===== src/hdl/msw_pkg.sv =====
package msw_pkg;

    localparam int INSTR_W = 10;
    localparam int NIB_W = 4;
    localparam int RAM_AW = 8;
    // opcode field sits above the immediate nibble
    localparam int OPC_LSB = 4;

    // opcode patterns, upper six bits of the instruction word
    localparam logic [5:0] OPC_SWAP = 6'h2D;
    localparam logic [5:0] OPC_SWAP_DEC = 6'h2F;
    localparam logic [5:0] OPC_SWAP_INC = 6'h2E;
    // full words for the watchdog flag clear and disable
    localparam logic [9:0] OPW_WDT_CLEAR = 10'h2A0;
    localparam logic [9:0] OPW_WDT_DISABLE = 10'h29C;

    localparam logic [3:0] NIB_ZERO = 4'h0;
    localparam logic [3:0] NIB_ONE = 4'h1;
    localparam logic [3:0] NIB_MAX = 4'hF;

    typedef struct packed {
        logic [3:0] acc;
        logic [3:0] regX;
        logic [3:0] regY;
    } msw_regs_t;

    typedef struct packed {
        logic wrEn;
        logic [RAM_AW-1:0] addr;
        logic [3:0] wdata;
    } msw_ram_req_t;

    typedef struct packed {
        msw_regs_t regs;
        msw_ram_req_t ram;
        logic skip;
        logic wdtOverflowFlagClr;
        logic wdtStop;
        logic prevWasDisable;
        logic done;
    } msw_state_t;

endpackage


===== src/hdl/msw_exec.sv =====
`timescale 1ns/1ps
module msw_exec
    import msw_pkg::*;
(
    input wire logic clk,
    input wire logic rst,
    input wire logic instrValid,
    input wire logic [9:0] instrWord,
    input wire msw_regs_t regsIn,
    input wire logic [7:0] ramDataPointer,
    input wire logic [3:0] ramRdata,
    input wire logic wdtOverflowFlag,
    output msw_regs_t regsOut,
    output msw_ram_req_t ramReq,
    output logic skipNext,
    output logic wdtOverflowFlagClr,
    output logic wdtStop,
    output logic done
);

    // ****************************************
    // decode
    // ****************************************
    function automatic logic isOp(input logic [9:0] w, input logic [5:0] opc);
        return w[INSTR_W-1:OPC_LSB] == opc;
    endfunction

    msw_state_t st;
    msw_state_t next_st;

    logic opSwap;
    logic opDec;
    logic opInc;
    logic opClr;
    logic opDis;
    assign opSwap = instrValid && isOp(instrWord, OPC_SWAP);
    assign opDec = instrValid && isOp(instrWord, OPC_SWAP_DEC);
    assign opInc = instrValid && isOp(instrWord, OPC_SWAP_INC);
    assign opClr = instrValid && instrWord == OPW_WDT_CLEAR;
    assign opDis = instrValid && instrWord == OPW_WDT_DISABLE;

    // ****************************************
    // execute
    // ****************************************
    always_comb begin
        logic [3:0] newY;
        newY = NIB_ZERO;
        next_st = st;
        next_st.regs = regsIn;
        next_st.ram.wrEn = 1'b0;
        next_st.ram.addr = ramDataPointer;
        next_st.ram.wdata = NIB_ZERO;
        next_st.skip = 1'b0;
        next_st.wdtOverflowFlagClr = 1'b0;
        next_st.wdtStop = 1'b0;
        next_st.done = 1'b0;
        // held through idle cycles, so a wait between disable and clear still counts
        if (instrValid) begin
            next_st.prevWasDisable = opDis;
            next_st.done = 1'b1;
        end
        if (opSwap || opDec || opInc) begin
            // memory written with old A, A takes old memory
            next_st.ram.wrEn = 1'b1;
            next_st.ram.wdata = regsIn.acc;
            next_st.regs.acc = ramRdata;
            next_st.regs.regX = regsIn.regX ^ instrWord[NIB_W-1:0];
        end
        if (opDec) begin
            newY = regsIn.regY - NIB_ONE;
            next_st.regs.regY = newY;
            next_st.skip = newY == NIB_MAX;
        end
        if (opInc) begin
            newY = regsIn.regY + NIB_ONE;
            next_st.regs.regY = newY;
            next_st.skip = newY == NIB_ZERO;
        end
        // only a pulse; the flag owner must let a fresh overflow win over it
        if (opClr) begin
            next_st.wdtOverflowFlagClr = 1'b1;
            next_st.skip = wdtOverflowFlag;
            next_st.wdtStop = st.prevWasDisable;
        end
    end

    always_ff @(posedge clk or posedge rst) begin
        if (rst) begin
            st <= '0;
        end else begin
            st <= next_st;
        end
    end

    assign regsOut = st.regs;
    assign ramReq = st.ram;
    assign skipNext = st.skip;
    assign wdtOverflowFlagClr = st.wdtOverflowFlagClr;
    assign wdtStop = st.wdtStop;
    assign done = st.done;

    // ****************************************
    // checks
    // ****************************************
    property p_clr_skip;
        @(posedge clk) disable iff (rst)
        opClr |=> wdtOverflowFlagClr && skipNext == $past(wdtOverflowFlag);
    endproperty
    a_clr_skip: assert property (p_clr_skip) else $error("flag clear skip wrong");

    property p_stop;
        @(posedge clk) disable iff (rst)
        opDis ##1 opClr |=> wdtStop;
    endproperty
    a_stop: assert property (p_stop) else $error("watchdog not stopped");

    property p_swap;
        @(posedge clk) disable iff (rst)
        (opSwap || opDec || opInc) |=> ramReq.wrEn && ramReq.wdata == $past(regsIn.acc)
            && regsOut.acc == $past(ramRdata) && ramReq.addr == $past(ramDataPointer);
    endproperty
    a_swap: assert property (p_swap) else $error("swap wrong");

    property p_xor;
        @(posedge clk) disable iff (rst)
        (opSwap || opDec || opInc) |=> regsOut.regX == ($past(regsIn.regX) ^ $past(instrWord[3:0]));
    endproperty
    a_xor: assert property (p_xor) else $error("x xor wrong");

    property p_dec_plain;
        @(posedge clk) disable iff (rst)
        (instrValid && instrWord[9:4] == 6'h2D) |=> ramReq.wrEn && !skipNext;
    endproperty
    a_dec_plain: assert property (p_dec_plain) else $error("plain swap decode");

    property p_dec;
        @(posedge clk) disable iff (rst)
        opDec |=> regsOut.regY == $past(regsIn.regY) - 4'h1
            && skipNext == ($past(regsIn.regY) == 4'h0);
    endproperty
    a_dec: assert property (p_dec) else $error("decrement wrong");

    property p_dec_code;
        @(posedge clk) disable iff (rst)
        (instrValid && instrWord[9:4] == 6'h2F) |-> (opDec && !opInc && !opSwap)
            ##1 (ramReq.wrEn && regsOut.regY == $past(regsIn.regY) - 4'h1);
    endproperty
    a_dec_code: assert property (p_dec_code) else $error("dec decode");

    property p_inc;
        @(posedge clk) disable iff (rst)
        opInc |=> regsOut.regY == $past(regsIn.regY) + 4'h1
            && skipNext == ($past(regsIn.regY) == 4'hF);
    endproperty
    a_inc: assert property (p_inc) else $error("increment wrong");

    property p_inc_code;
        @(posedge clk) disable iff (rst)
        (instrValid && instrWord[9:4] == 6'h2E) |-> (opInc && !opDec && !opSwap)
            ##1 (ramReq.wrEn && regsOut.regY == $past(regsIn.regY) + 4'h1);
    endproperty
    a_inc_code: assert property (p_inc_code) else $error("inc decode");

    // ****************************************
    // quiet unless asked
    // ****************************************
    // stray pulses slip past the per-op checks above, so each output is traced to its cause
    property p_plain_y;
        @(posedge clk) disable iff (rst)
        opSwap |=> regsOut.regY == $past(regsIn.regY) && !skipNext;
    endproperty
    a_plain_y: assert property (p_plain_y) else $error("plain swap touched y");

    property p_refuse;
        @(posedge clk) disable iff (rst)
        (instrValid && !(opSwap || opDec || opInc || opClr)) |=> done && !ramReq.wrEn
            && !skipNext && !wdtOverflowFlagClr && !wdtStop && regsOut == $past(regsIn);
    endproperty
    a_refuse: assert property (p_refuse) else $error("unknown word had an effect");

    property p_quiet;
        @(posedge clk) disable iff (rst)
        !instrValid |=> !done && !ramReq.wrEn && !skipNext && !wdtOverflowFlagClr && !wdtStop;
    endproperty
    a_quiet: assert property (p_quiet) else $error("pulse without instruction");

    property p_done;
        @(posedge clk) disable iff (rst)
        instrValid |=> done;
    endproperty
    a_done: assert property (p_done) else $error("instruction not completed");

    property p_wr_src;
        @(posedge clk) disable iff (rst)
        ramReq.wrEn |-> $past(opSwap || opDec || opInc);
    endproperty
    a_wr_src: assert property (p_wr_src) else $error("ram write without swap");

    property p_skip_src;
        @(posedge clk) disable iff (rst)
        skipNext |-> $past(opClr || opDec || opInc);
    endproperty
    a_skip_src: assert property (p_skip_src) else $error("skip without cause");

    property p_clr_src;
        @(posedge clk) disable iff (rst)
        wdtOverflowFlagClr |-> $past(opClr);
    endproperty
    a_clr_src: assert property (p_clr_src) else $error("flag clear without op");

    property p_clr_regs;
        @(posedge clk) disable iff (rst)
        opClr |=> regsOut == $past(regsIn) && !ramReq.wrEn;
    endproperty
    a_clr_regs: assert property (p_clr_regs) else $error("flag clear touched regs");

    property p_stop_src;
        @(posedge clk) disable iff (rst)
        wdtStop |-> $past(opClr);
    endproperty
    a_stop_src: assert property (p_stop_src) else $error("stop without flag clear");

endmodule


===== config.mk =====
export PLATFORM = sky130hd
export DESIGN_NAME = msw_exec
export DESIGN_NICKNAME = d
export VERILOG_FILES = /design/src/hdl/msw_pkg.sv /design/src/hdl/msw_exec.sv
export SDC_FILE = /design/constraint.sdc
export NUM_CORES = 1
export LEC_CHECK = 0
export BUFFER_PORTS_ARGS = -buffer_cell sky130_fd_sc_hd__buf_2
export CAP_MARGIN = 20
export CORE_ASPECT_RATIO = 0.75
export CORE_UTILIZATION = 40
export DETAILED_ROUTE_END_ITERATION = 12
export PLACE_DENSITY = 0.74
export SLEW_MARGIN = 20
export SYNTH_ARGS = -nofsm -noshare
export SYNTH_HDL_FRONTEND = slang
export SYNTH_SLANG_ARGS = --single-unit

===== constraint.sdc =====
create_clock -name clk -period 1.3 [get_ports clk]
set_clock_uncertainty 0.2 [all_clocks]
set_input_delay 0.26 -clock clk [delete_from_list [all_inputs] [get_ports clk]]
set_output_delay 0.26 -clock clk [all_outputs]
set_load 0.02 [all_outputs]

## Word-level counts from Yosys, hierarchy flattened

Index checks and enable logic that the tools add are counted.
W data, S select, Z words.

| word-level totals | value |
|---|---|
| output and inout port bits | 29 |
| register bits after elaboration | 30 |
| input bits | 38 |

| operators by class | value |
|---|---|
| reduce and logical (&&, ||, !) cells | 8 |
| add/subtract/negate cells | 2 |
| bitwise gates (word level) | 1 |
| mux-type cells | 9 |
| eq/ne operators | 6 |

Operators by type and width:

| cell | number |
|---|---|
| $eq A10 B10 Y1 const B | 2 |
| $eq A6 B6 Y1 const B | 3 |
| $mux W4 | 3 |
| $mux W8 | 1 |
| $logic_and A1 B1 Y1 | 5 |
| $add A4 B1 Y4 const B | 1 |
| $eq A4 B4 Y1 const B | 1 |
| $logic_not A4 Y1 | 1 |
| $mux W1 | 4 |
| $sub A4 B1 Y4 const B | 1 |
| $xor A4 B4 Y4 | 1 |
| $mux W3 | 1 |
| $logic_or A1 B1 Y1 | 2 |

## Logic depth before layout (Yosys ltp)

Gate-level depths: netlist (run 1).

| depth | value |
|---|---|
| depth in word-level cells | 5 |
| depth in mapped cells | 6 |
| mapped depth without buffers | 6 |

## Worst setup path after synthesis (run 1)

Ideal clock, no wire load.

| timing path | value |
|---|---|
| path type | input-to-reg |
| start | input port instrWord[8] |
| end | register st (netlist bit regsOut[10]) |
| setup time | 125 ps |
| setup slack | -251 ps |
| arrival time | 1226 ps |
| stages on the path | 4 |
| path buffers | 1 |
| path through | and4b_1 -> o211a_1 -> buf_2 -> mux2_2 |

RTL lines:

| element | RTL line | source |
|---|---|---|
| start: declaration | msw_exec.sv:8 | `input wire logic [9:0] instrWord,` |
| end signal: assignment | msw_exec.sv:91 | `st <= next_st;` |
| end: declaration | msw_exec.sv:28 | `msw_state_t st;` |

==> results of run 1 <==
-- registers in the layout (all words and copies together), names as in the netlist --
name                flops
skipNext                1
done                    1
regsOut                12
st                      1
wdtOverflowFlagClr      1
wdtStop                 1
ramReq                 13
-- cells in the final DEF, fill, tap and decap left out, types with 3 or more instances in the layout --
cell type / netlist / layout
buf_2: 1 / 64
dfrtp_1: 30 / 30
buf_4: 25 / 19
dlygate4sd3_1: 0 / 13
xnor2_1: 8 / 7
clkbuf_8: 0 / 6
nand2_1: 6 / 5
mux2_4: 0 / 4
and2_1: 4 / 4
inv_1: 5 / 3
-- metrics by stage --
step	cells	setup WS (ns)
6_report	233	0.001130
5_1_grt	233	-0.01918
4_1_cts	233	0.0009261
3_5_place_dp	212	-0.2924
3_3_place_gp	212	-0.2692
2_1_floorplan	115	-0.1730
-- what timing repair did --
item | CTS | global route
gates resized for setup | 1 | 12
pin swaps | 0 | 1
setup endpoints to repair | 1 | 5
endpoints found under the hold margin | 42 | 0
hold buffers | 13 | 0
-- power groups by stage --
stage	logic [mW]	clock network (mW)	registers [mW]
floorplan	0.180	0	0.997
global placement	0.274	0	0.995
detailed placement	0.283	0	0.996
CTS	0.315	0.767	0.979
global route	0.356	0.815	0.982
finish	0.328	0.741	0.979
-- layer usage --
metal	share of wire, %	GRT usage, %	wire, µm
met2	53	28.73	1541
met5	0	0	0
met3	5.1	5.524	151
met4	2.0	9.667	58
met1	40	16.77	1181
-- layout make-up --
type / instances / area share [%]
clock buffers: 7 / 4.304
clock inverters: 1 / 0.2495
repair buffers: 98 / 30.69
multi-input cells: 52 / 23.64
well taps: 40 / 2.495
inverters: 5 / 1.185
flip-flops and latches: 30 / 37.43
-- cells by family after synthesis --
logic type | Yosys count
AO/OA/AOI/OAI | 8
XOR/XNOR | 9
adder cells (fa/ha/maj) | 3
buffers and inverters | 33
flip-flops | 30
multiplexers | 5
AND/OR/NAND/NOR | 27
-- worst max path at each step --
| stage | start | to | slack, ns | cells after the start |
|---|---|---|---|---|
| after detailed placement | regsIn[1] | skipNext$_DFF_PP0_ | -0.29 | 7 |
| after global placement | regsIn[1] | skipNext$_DFF_PP0_ | -0.27 | 7 |
| after CTS | instrWord[8] | regsOut[9]$_DFF_PP0_ | 0.0009 | 5 |
| final | instrWord[8] | regsOut[10]$_DFF_PP0_ | 0.001 | 5 |
| after global routing | instrWord[8] | regsOut[10]$_DFF_PP0_ | -0.02 | 5 |
| after floorplan | instrWord[8] | regsOut[10]$_DFF_PP0_ | -0.17 | 4 |
-- critical path, cell delays in order --
cell,delay [ns]
buf_2,0.10
and4b_1,0.26
o211a_1,0.18
buf_4,0.15
mux2_4,0.29
==> flow_summary.json, run 1 <==
{
  "status": "complete, no violations",
  "p_clk_share_pct": 36.2,
  "dieArea_mm2": 0.003737,
  "synth-seq-area-share_pct": 53.72,
  "path_max_fanout": 5,
  "tightest_slew_ns": 0.3824,
  "synth-edff-count": 0,
  "drt_wl_total_um": 2933,
  "synth_top_cell_by_area": "dfrtp_1",
  "finalCriticalPeriod_ns": 1.299,
  "ys_types": 33,
  "power.density_mw_per_mm2": 1021,
  "die_w_um": 70.26,
  "syn_inst": 115,
  "internal-power_mw": 1.560,
  "yosys.area_share.simple_pct": 13.52,
  "p_seq_share_pct": 47.8,
  "synthesis.nets": 156,
  "maxSlewViolCount": 0,
  "root_buffer": "clkbuf_8",
  "multi_input_area_um2": 474.2,
  "rr_startpoint": "st[1]$_DFFE_PP0P_",
  "grt_first_pass_wirelength_um": 4464,
  "cts_max_level": 2,
  "cp_data_arrival_time_ns": 1.25,
  "synth-async-reset-ratio_pct": 100.0,
  "die_h_um": 53.19,
  "synthDominantCellAreaShare_pct": 53.72,
  "postCtsSetupRepairBufs": 0,
  "fin_tns_setup_ns": 0,
  "antenna_found_initial": 0,
  "worstHoldEndpoint": "done$_DFF_PP0_",
  "hold_slack_ns": 0.01824,
  "drt_first_pass_iters": 4,
  "numCtsBuffers": 5,
  "post_drt_wl_per_cell_um": 12.59,
  "place_congestion": 0.7874,
  "ys_ff_latch": 30,
  "layout-drive-gt1-share_pct": 55.96,
  "portBuffers": 66,
  "clock-sinks": 30,
  "synthXorXnorAreaFrac_pct": 5.640,
  "vias": 1079,
  "p_sw_mw": 0.4879,
  "p_total_mw": 2.048,
  "final_area_mm2": 0.002006,
  "initial_core_util_pct": 42.21,
  "fillers": 276,
  "track_usage_pct": 16.11,
  "postRouteAntennaNets": 0,
  "drcViolationCount": 0,
  "fmax_mhz": 769.9,
  "cts.clk_slew.worst_paths_ns": 0.06,
  "synth_fa_ha_area_share_pct": 2.686,
  "avgSynthCellArea_um2": 12.15,
  "hp-class": "in -> reg",
  "ys_top_cells_by_count": "30 x dfrtp_1, 25 x buf_4, 8 x xnor2_1",
  "critPathRequiredTime_ns": 1.25,
  "peakVddDrop_mv": 0.4367,
  "critPathKind": "in -> reg",
  "end_kind": "flip-flop",
  "regToRegEndpoint": "wdtStop$_DFF_PP0_",
  "rsz0062_at_grt": "true",
  "min_period_over_period_pct": 99.91,
  "area_delta_synth_final_pct": 43.51,
  "hold_viol": 0,
  "worstRegToRegCells": 2,
  "num_antenna_cells": 0,
  "synth_warnings": 0,
  "hp-start": "instrValid",
  "final_util_pct": 60.58,
  "synth.area.top_cells": "dfrtp_1 54%, buf_4 13%, xnor2_1 5.0%",
  "synth_top_family_by_area": "buffers and inverters",
  "place_hpwl_um": 2187,
  "io_pins": 67,
  "cts_tree": "yes",
  "pwr-share-comb_pct": 16.0,
  "rows": 18,
  "synth_compound_area_share_pct": 4.297,
  "clock_latency_ns": 0.27,
  "netlist_area_mm2": 0.001398,
  "grt_pass1_vias": 1059,
  "synth_flop_cell": "dfrtp_1",
  "r2r_setup_slack_ns": 0.34,
  "vias_per_cell": 4.631,
  "synthMuxAreaShare_pct": 3.939,
  "grt_start_max_net_pins": 31,
  "max_cap_violations": 0,
  "drtIter0Drc": 41,
  "fin_nets": 233,
  "start_kind": "input pin",
  "yosysMostFrequentCell": "dfrtp_1",
  "grt_overflow": 0,
  "leakagePower_nw": 1.037,
  "setup_viol": 0,
  "swShare_pct": 23.82,
  "place_area_mm2": 0.001725,
  "clockBufferDepth": 2,
  "relSlewSlack_pct": 74.15,
  "regArea_um2": 750.7,
  "core-area_mm2": 0.003311,
  "hold_depth": 2
}
Power figures use the tool's default switching activity.
==> run 2, diff against run 1 <==
==> constraint.sdc (replaced) <==
create_clock -name clk -period 1.35 [get_ports clk]
set_clock_uncertainty 0.2 [all_clocks]
set_input_delay 0.27 -clock clk [delete_from_list [all_inputs] [get_ports clk]]
set_output_delay 0.27 -clock clk [all_outputs]
set_load 0.02 [all_outputs]
==> run 2 against run 1 <==
Worst hold slack improved by 0.011 ns. Non-clock buffer count increased by 2. Critical path depth unchanged. Setup slack improved by 0.0054 ns. Flip-flop and latch count unchanged. Sequential share of layout area decreased by 0.14 points. Clock power decreased by 5.3%. Register-to-register slack about the same. Total power decreased by 4.0%. First-iteration DRC count increased by 29%. Wire length unchanged. Via count decreased by 1.1%. Critical path type unchanged. Critical endpoint is now regsOut[9]$_DFF_PP0_.
==> flow_summary.json, run 2 (same netlist as run 1, synthesis figures left out) <==
{
  "status": "complete, no violations",
  "postRouteAntennaNets": 0,
  "antenna_found_initial": 0,
  "die_h_um": 53.19,
  "crit_chain": "buf_6 -> and4b_1 -> o211a_1 -> buf_6 -> mux2_4",
  "core-area_mm2": 0.003311,
  "hold_slack_ns": 0.02919,
  "rsz0062_at_grt": "false",
  "cts_max_level": 2,
  "path_buf_inv": 2,
  "grt_start_max_net_pins": 23,
  "drt_wl_total_um": 2933,
  "fmax_mhz": 744.4,
  "clock-sinks": 30,
  "regArea_um2": 750.7,
  "drtIter0Drc": 53,
  "portBuffers": 66,
  "fin_tns_setup_ns": 0,
  "critPathRequiredTime_ns": 1.30,
  "place_hpwl_um": 2243,
  "crit_family": "multiplexers",
  "final_cell_mix": "63 x buf_2, 30 x dfrtp_1, 21 x buf_4, 13 x dlygate4sd3_1, 8 x xnor2_1",
  "numCtsBuffers": 5,
  "relSlewSlack_pct": 78.27,
  "vias_per_cell": 4.540,
  "end_kind": "flip-flop",
  "grt_overflow": 0,
  "maxSlewViolCount": 0,
  "cts_tree": "yes",
  "track_usage_pct": 17.20,
  "final_common_cell": "buf_2",
  "clock_latency_ns": 0.26,
  "drt_first_pass_iters": 2,
  "fin_nets": 235,
  "num_antenna_cells": 0,
  "multi_input_area_um2": 460.4,
  "io_pins": 67,
  "dieArea_mm2": 0.003737,
  "start_kind": "input pin",
  "peakVddDrop_mv": 0.4796,
  "setup_viol": 0,
  "p_total_mw": 1.966,
  "largest_reg_flops": 13,
  "timing.final.ws_setup_ns": 0.006549,
  "place_congestion": 0.9256,
  "path_common_cell": "buf_6",
  "root_buffer": "clkbuf_8",
  "area_delta_synth_final_pct": 44.05,
  "leakagePower_nw": 1.040,
  "layout-drive-gt1-share_pct": 54.87,
  "cp_data_arrival_time_ns": 1.29,
  "tightest_slew_ns": 0.3214,
  "min_period_over_period_pct": 99.51,
  "slowest_stage": "mux2_4",
  "grt_pass1_vias": 1122,
  "die_w_um": 70.26,
  "cts.clk_slew.worst_paths_ns": 0.06,
  "critPathKind": "in -> reg",
  "finalCriticalPeriod_ns": 1.343,
  "clockBufferDepth": 2,
  "path_max_fanout": 4,
  "cpPeakStageDelay_ns": 0.30,
  "max_cap_violations": 0,
  "fillers": 268,
  "drcViolationCount": 0,
  "power.density_mw_per_mm2": 976.5,
  "pre_cts_ws_ns": -0.2724,
  "post_drt_wl_per_cell_um": 12.48,
  "initial_core_util_pct": 42.21,
  "hp-class": "in -> reg",
  "rows": 18,
  "vias": 1067,
  "hold_viol": 0,
  "grt_first_pass_wirelength_um": 4781
}
==> run 2: layout make-up <==
type	count	share of cell area, %
flip-flops and latches	30	37.29
repair buffers	100	31.63
multi-input cells	52	22.87
clock buffers	7	4.288
well taps	40	2.486
inverters	5	1.181
clock inverters	1	0.2486
==> run 2: through the flow <==
step	util [%]	cell area [µm²]	instances
after global placement	52.46	1737	214
after global routing	60.81	2013	235
after CTS	59.49	1969	235
after detailed placement	52.46	1737	214
after floorplan	-	1418	115
final	60.81	2013	235
==> run 2: power breakdown <==
group / switching (mW) / internal, mW / leakage, nW
clock: 0.292 / 0.410 / 0.0482
combinational: 0.157 / 0.164 / 0.622
sequential: 0.00802 / 0.935 / 0.370
total: 0.457 / 1.51 / 1.04
==> run 2: final timing paths <==
path | from | endpoint | slack (ns) | cells after the start
worst max-delay path | instrWord[8] | regsOut[9]$_DFF_PP0_ | 0.007 | 5
worst min-delay path | instrValid | done$_DFF_PP0_ | 0.03 | 2
worst max register to register | st[1]$_DFFE_PP0P_ | wdtStop$_DFF_PP0_ | 0.35 | 2
worst min register to register | st[1]$_DFFE_PP0P_ | wdtStop$_DFF_PP0_ | 0.33 | 2
max in group asynchronous | rst | regsOut[11]$_DFF_PP0_ | 0.34 | 4
min in group asynchronous | rst | ramReq[4]$_DFF_PP0_ | 0.33 | 4
==> run 2: layer usage <==
metal  global-route usage (%)  wire (µm)
met1                    18.65       1193
met2                    31.90       1543
met3                    5.143        170
met4                    7.000         25
met5                        0          0
==> run 2: timing repair <==
item                                   in CTS  in global routing
pin swaps                                   1                  1
hold buffers                               13                  0
gates resized for setup                     3                  9
endpoints found under the hold margin      42                  0
setup endpoints to repair                   1                  3
setup buffers                               0                  0
==> run 2: worst register-to-register path: stages (launching register included) <==
cell and delay, ns:
dfrtp_1 0.33, inv_1 0.05, nor4_1 0.31
==> run 3, diff against run 2 <==
--- a/config.mk
+++ b/config.mk
@@ -5,7 +5,7 @@
 export SDC_FILE = /design/constraint.sdc
 export NUM_CORES = 1
 export LEC_CHECK = 0
-export BUFFER_PORTS_ARGS = -buffer_cell sky130_fd_sc_hd__buf_2
+export BUFFER_PORTS_ARGS = -buffer_cell sky130_fd_sc_hd__clkbuf_2
 export CAP_MARGIN = 20
 export CORE_ASPECT_RATIO = 0.75
 export CORE_UTILIZATION = 40
==> run 3 against run 2 <==
Clock power fell by 3.7%. Worst hold slack got worse by 0.011 ns. Flip-flop and latch count did not move. Core utilization fell by 0.79 points. Via count fell by 1.4%. Wire length fell by 1.1%. Critical endpoint unchanged. Final area fell by 1.3%. Fmax rose by 0.41%. Global-route usage fell by 0.26 points. Sequential power barely moved. Cell count fell by 1.7%. Critical path type unchanged.
==> flow_summary.json, run 3 (same netlist as run 1, synthesis figures left out) <==
{
  "rsz0062_at_grt": "false",
  "hold_slack_ns": 0.01862,
  "path_max_fanout": 4,
  "final_cell_mix": "64 x clkbuf_2, 30 x dfrtp_1, 18 x buf_4, 13 x dlygate4sd3_1, 8 x xnor2_1",
  "die_w_um": 70.26,
  "worstRegToRegCells": 2,
  "leakagePower_nw": 1.024,
  "post_drt_wl_per_cell_um": 12.56,
  "place_congestion": 0.9328,
  "clockBufferDepth": 2,
  "clock_latency_ns": 0.27,
  "setup_viol": 0,
  "pre_cts_ws_ns": -0.2571,
  "drtIter0Drc": 12,
  "critPathRequiredTime_ns": 1.31,
  "clock-sinks": 30,
  "rr_startpoint": "st[1]$_DFFE_PP0P_",
  "critPathKind": "in -> reg",
  "cts_tree": "yes",
  "multi_input_area_um2": 449.2,
  "final_util_pct": 60.02,
  "cts.clk_slew.worst_paths_ns": 0.06,
  "portBuffers": 66,
  "postRouteAntennaNets": 0,
  "cp_data_arrival_time_ns": 1.30,
  "fin_tns_setup_ns": 0,
  "fillers": 279,
  "timing.final.ws_setup_ns": 0.01205,
  "hold_viol": 0,
  "start_kind": "input pin",
  "hp-start": "regsIn[11]",
  "fin_nets": 233,
  "place_area_mm2": 0.001727,
  "antenna_found_initial": 0,
  "power.density_mw_per_mm2": 975.8,
  "hp-class": "in -> reg",
  "vias": 1052,
  "largest_reg_flops": 13,
  "regArea_um2": 750.7,
  "hold_depth": 2,
  "cts_max_level": 2,
  "relSlewSlack_pct": 74.59,
  "drt_wl_total_um": 2902,
  "grt_overflow": 0,
  "worstHoldEndpoint": "ramReq[3]$_DFF_PP0_",
  "track_usage_pct": 16.94,
  "num_antenna_cells": 0,
  "root_buffer": "clkbuf_8",
  "maxSlewViolCount": 0,
  "max_cap_violations": 0,
  "end_kind": "flip-flop",
  "grt_pass1_vias": 1038,
  "layout-drive-gt1-share_pct": 54.45,
  "dieArea_mm2": 0.003737,
  "regToRegEndpoint": "wdtStop$_DFF_PP0_",
  "vias_per_cell": 4.554,
  "drcViolationCount": 0,
  "status": "complete, no violations",
  "drt_first_pass_iters": 4,
  "place_hpwl_um": 2222,
  "die_h_um": 53.19,
  "tightest_slew_ns": 0.3807,
  "initial_core_util_pct": 42.21,
  "final_common_cell": "clkbuf_2",
  "peakVddDrop_mv": 0.3902,
  "numCtsBuffers": 5,
  "rows": 18,
  "r2r_setup_slack_ns": 0.36,
  "io_pins": 67,
  "final_area_mm2": 0.001987,
  "core-area_mm2": 0.003311,
  "grt_start_max_net_pins": 23,
  "finalCriticalPeriod_ns": 1.338,
  "min_period_over_period_pct": 99.11,
  "area_delta_synth_final_pct": 42.17,
  "fmax_mhz": 747.4,
  "grt_first_pass_wirelength_um": 4560
}
==> run 3: cell count changes in the layout (fill, tap and decap cells not counted), moves of 3 or more <==
cell / delta
buf_4: -3
buf_2: -63
mux2_4: -3
clkbuf_2: +64
mux2_2: +3
==> run 3: metrics by stage <==
step | cells | power (mW)
after floorplan | 115 | 1.133
after global placement | 211 | 1.227
after detailed placement | 211 | 1.238
after CTS | 230 | 1.950
after global routing | 231 | 2.029
final | 231 | 1.939
==> run 3: how the worst max path moves through the flow <==
stage | depth (start not counted) | to | slack (ns) | from
after floorplan | 4 | regsOut[10]$_DFF_PP0_ | -0.13 | instrWord[8]
after global placement | 5 | regsOut[9]$_DFF_PP0_ | -0.23 | instrWord[8]
after detailed placement | 5 | regsOut[9]$_DFF_PP0_ | -0.26 | instrWord[8]
after CTS | 5 | regsOut[9]$_DFF_PP0_ | 0.03 | instrWord[8]
after global routing | 5 | regsOut[9]$_DFF_PP0_ | 0.005 | instrWord[8]
final | 5 | regsOut[9]$_DFF_PP0_ | 0.01 | instrWord[8]
==> run 3: cell type report <==
type / count / share of cell area (%)
Clock buffer: 6 / 4.156
Inverter: 5 / 1.322
Multi-Input combinational cell: 52 / 22.61
Sequential cell: 30 / 37.78
Tap cell: 40 / 2.519
Timing Repair Buffer: 98 / 31.61
==> run 3: worst max-delay path, stage by stage <==
cell      delay (ns)
clkbuf_2        0.08
and4b_1         0.30
o211a_1         0.19
buf_4           0.13
mux2_2          0.33
==> run 3: power breakdown <==
| part | switching (mW) | internal (mW) | leakage, nW |
|---|---|---|---|
| Combinational | 0.158 | 0.161 | 0.610 |
| Sequential | 0.00912 | 0.935 | 0.370 |
| Clock | 0.284 | 0.391 | 0.0431 |
| Total | 0.451 | 1.49 | 1.02 |
==> run 3: repair_timing <==
action / 4_1_cts / 5_1_grt
hold buffers: 13 / 0
buffers inserted: 0 / 1
setup endpoints to repair: 0 / 3
resized for setup: 0 / 11
hold endpoints to repair: 20 / 0
==> run 3: routing by layer <==
layer | part of all wire, % | track usage (%) | vias up
li1 | - | - | 514
met1 | 40 | 17.69 | 490
met2 | 52 | 30.79 | 41
met3 | 5.4 | 5.714 | 7
met4 | 2.0 | 9.000 | 0
met5 | 0 | 0 | -
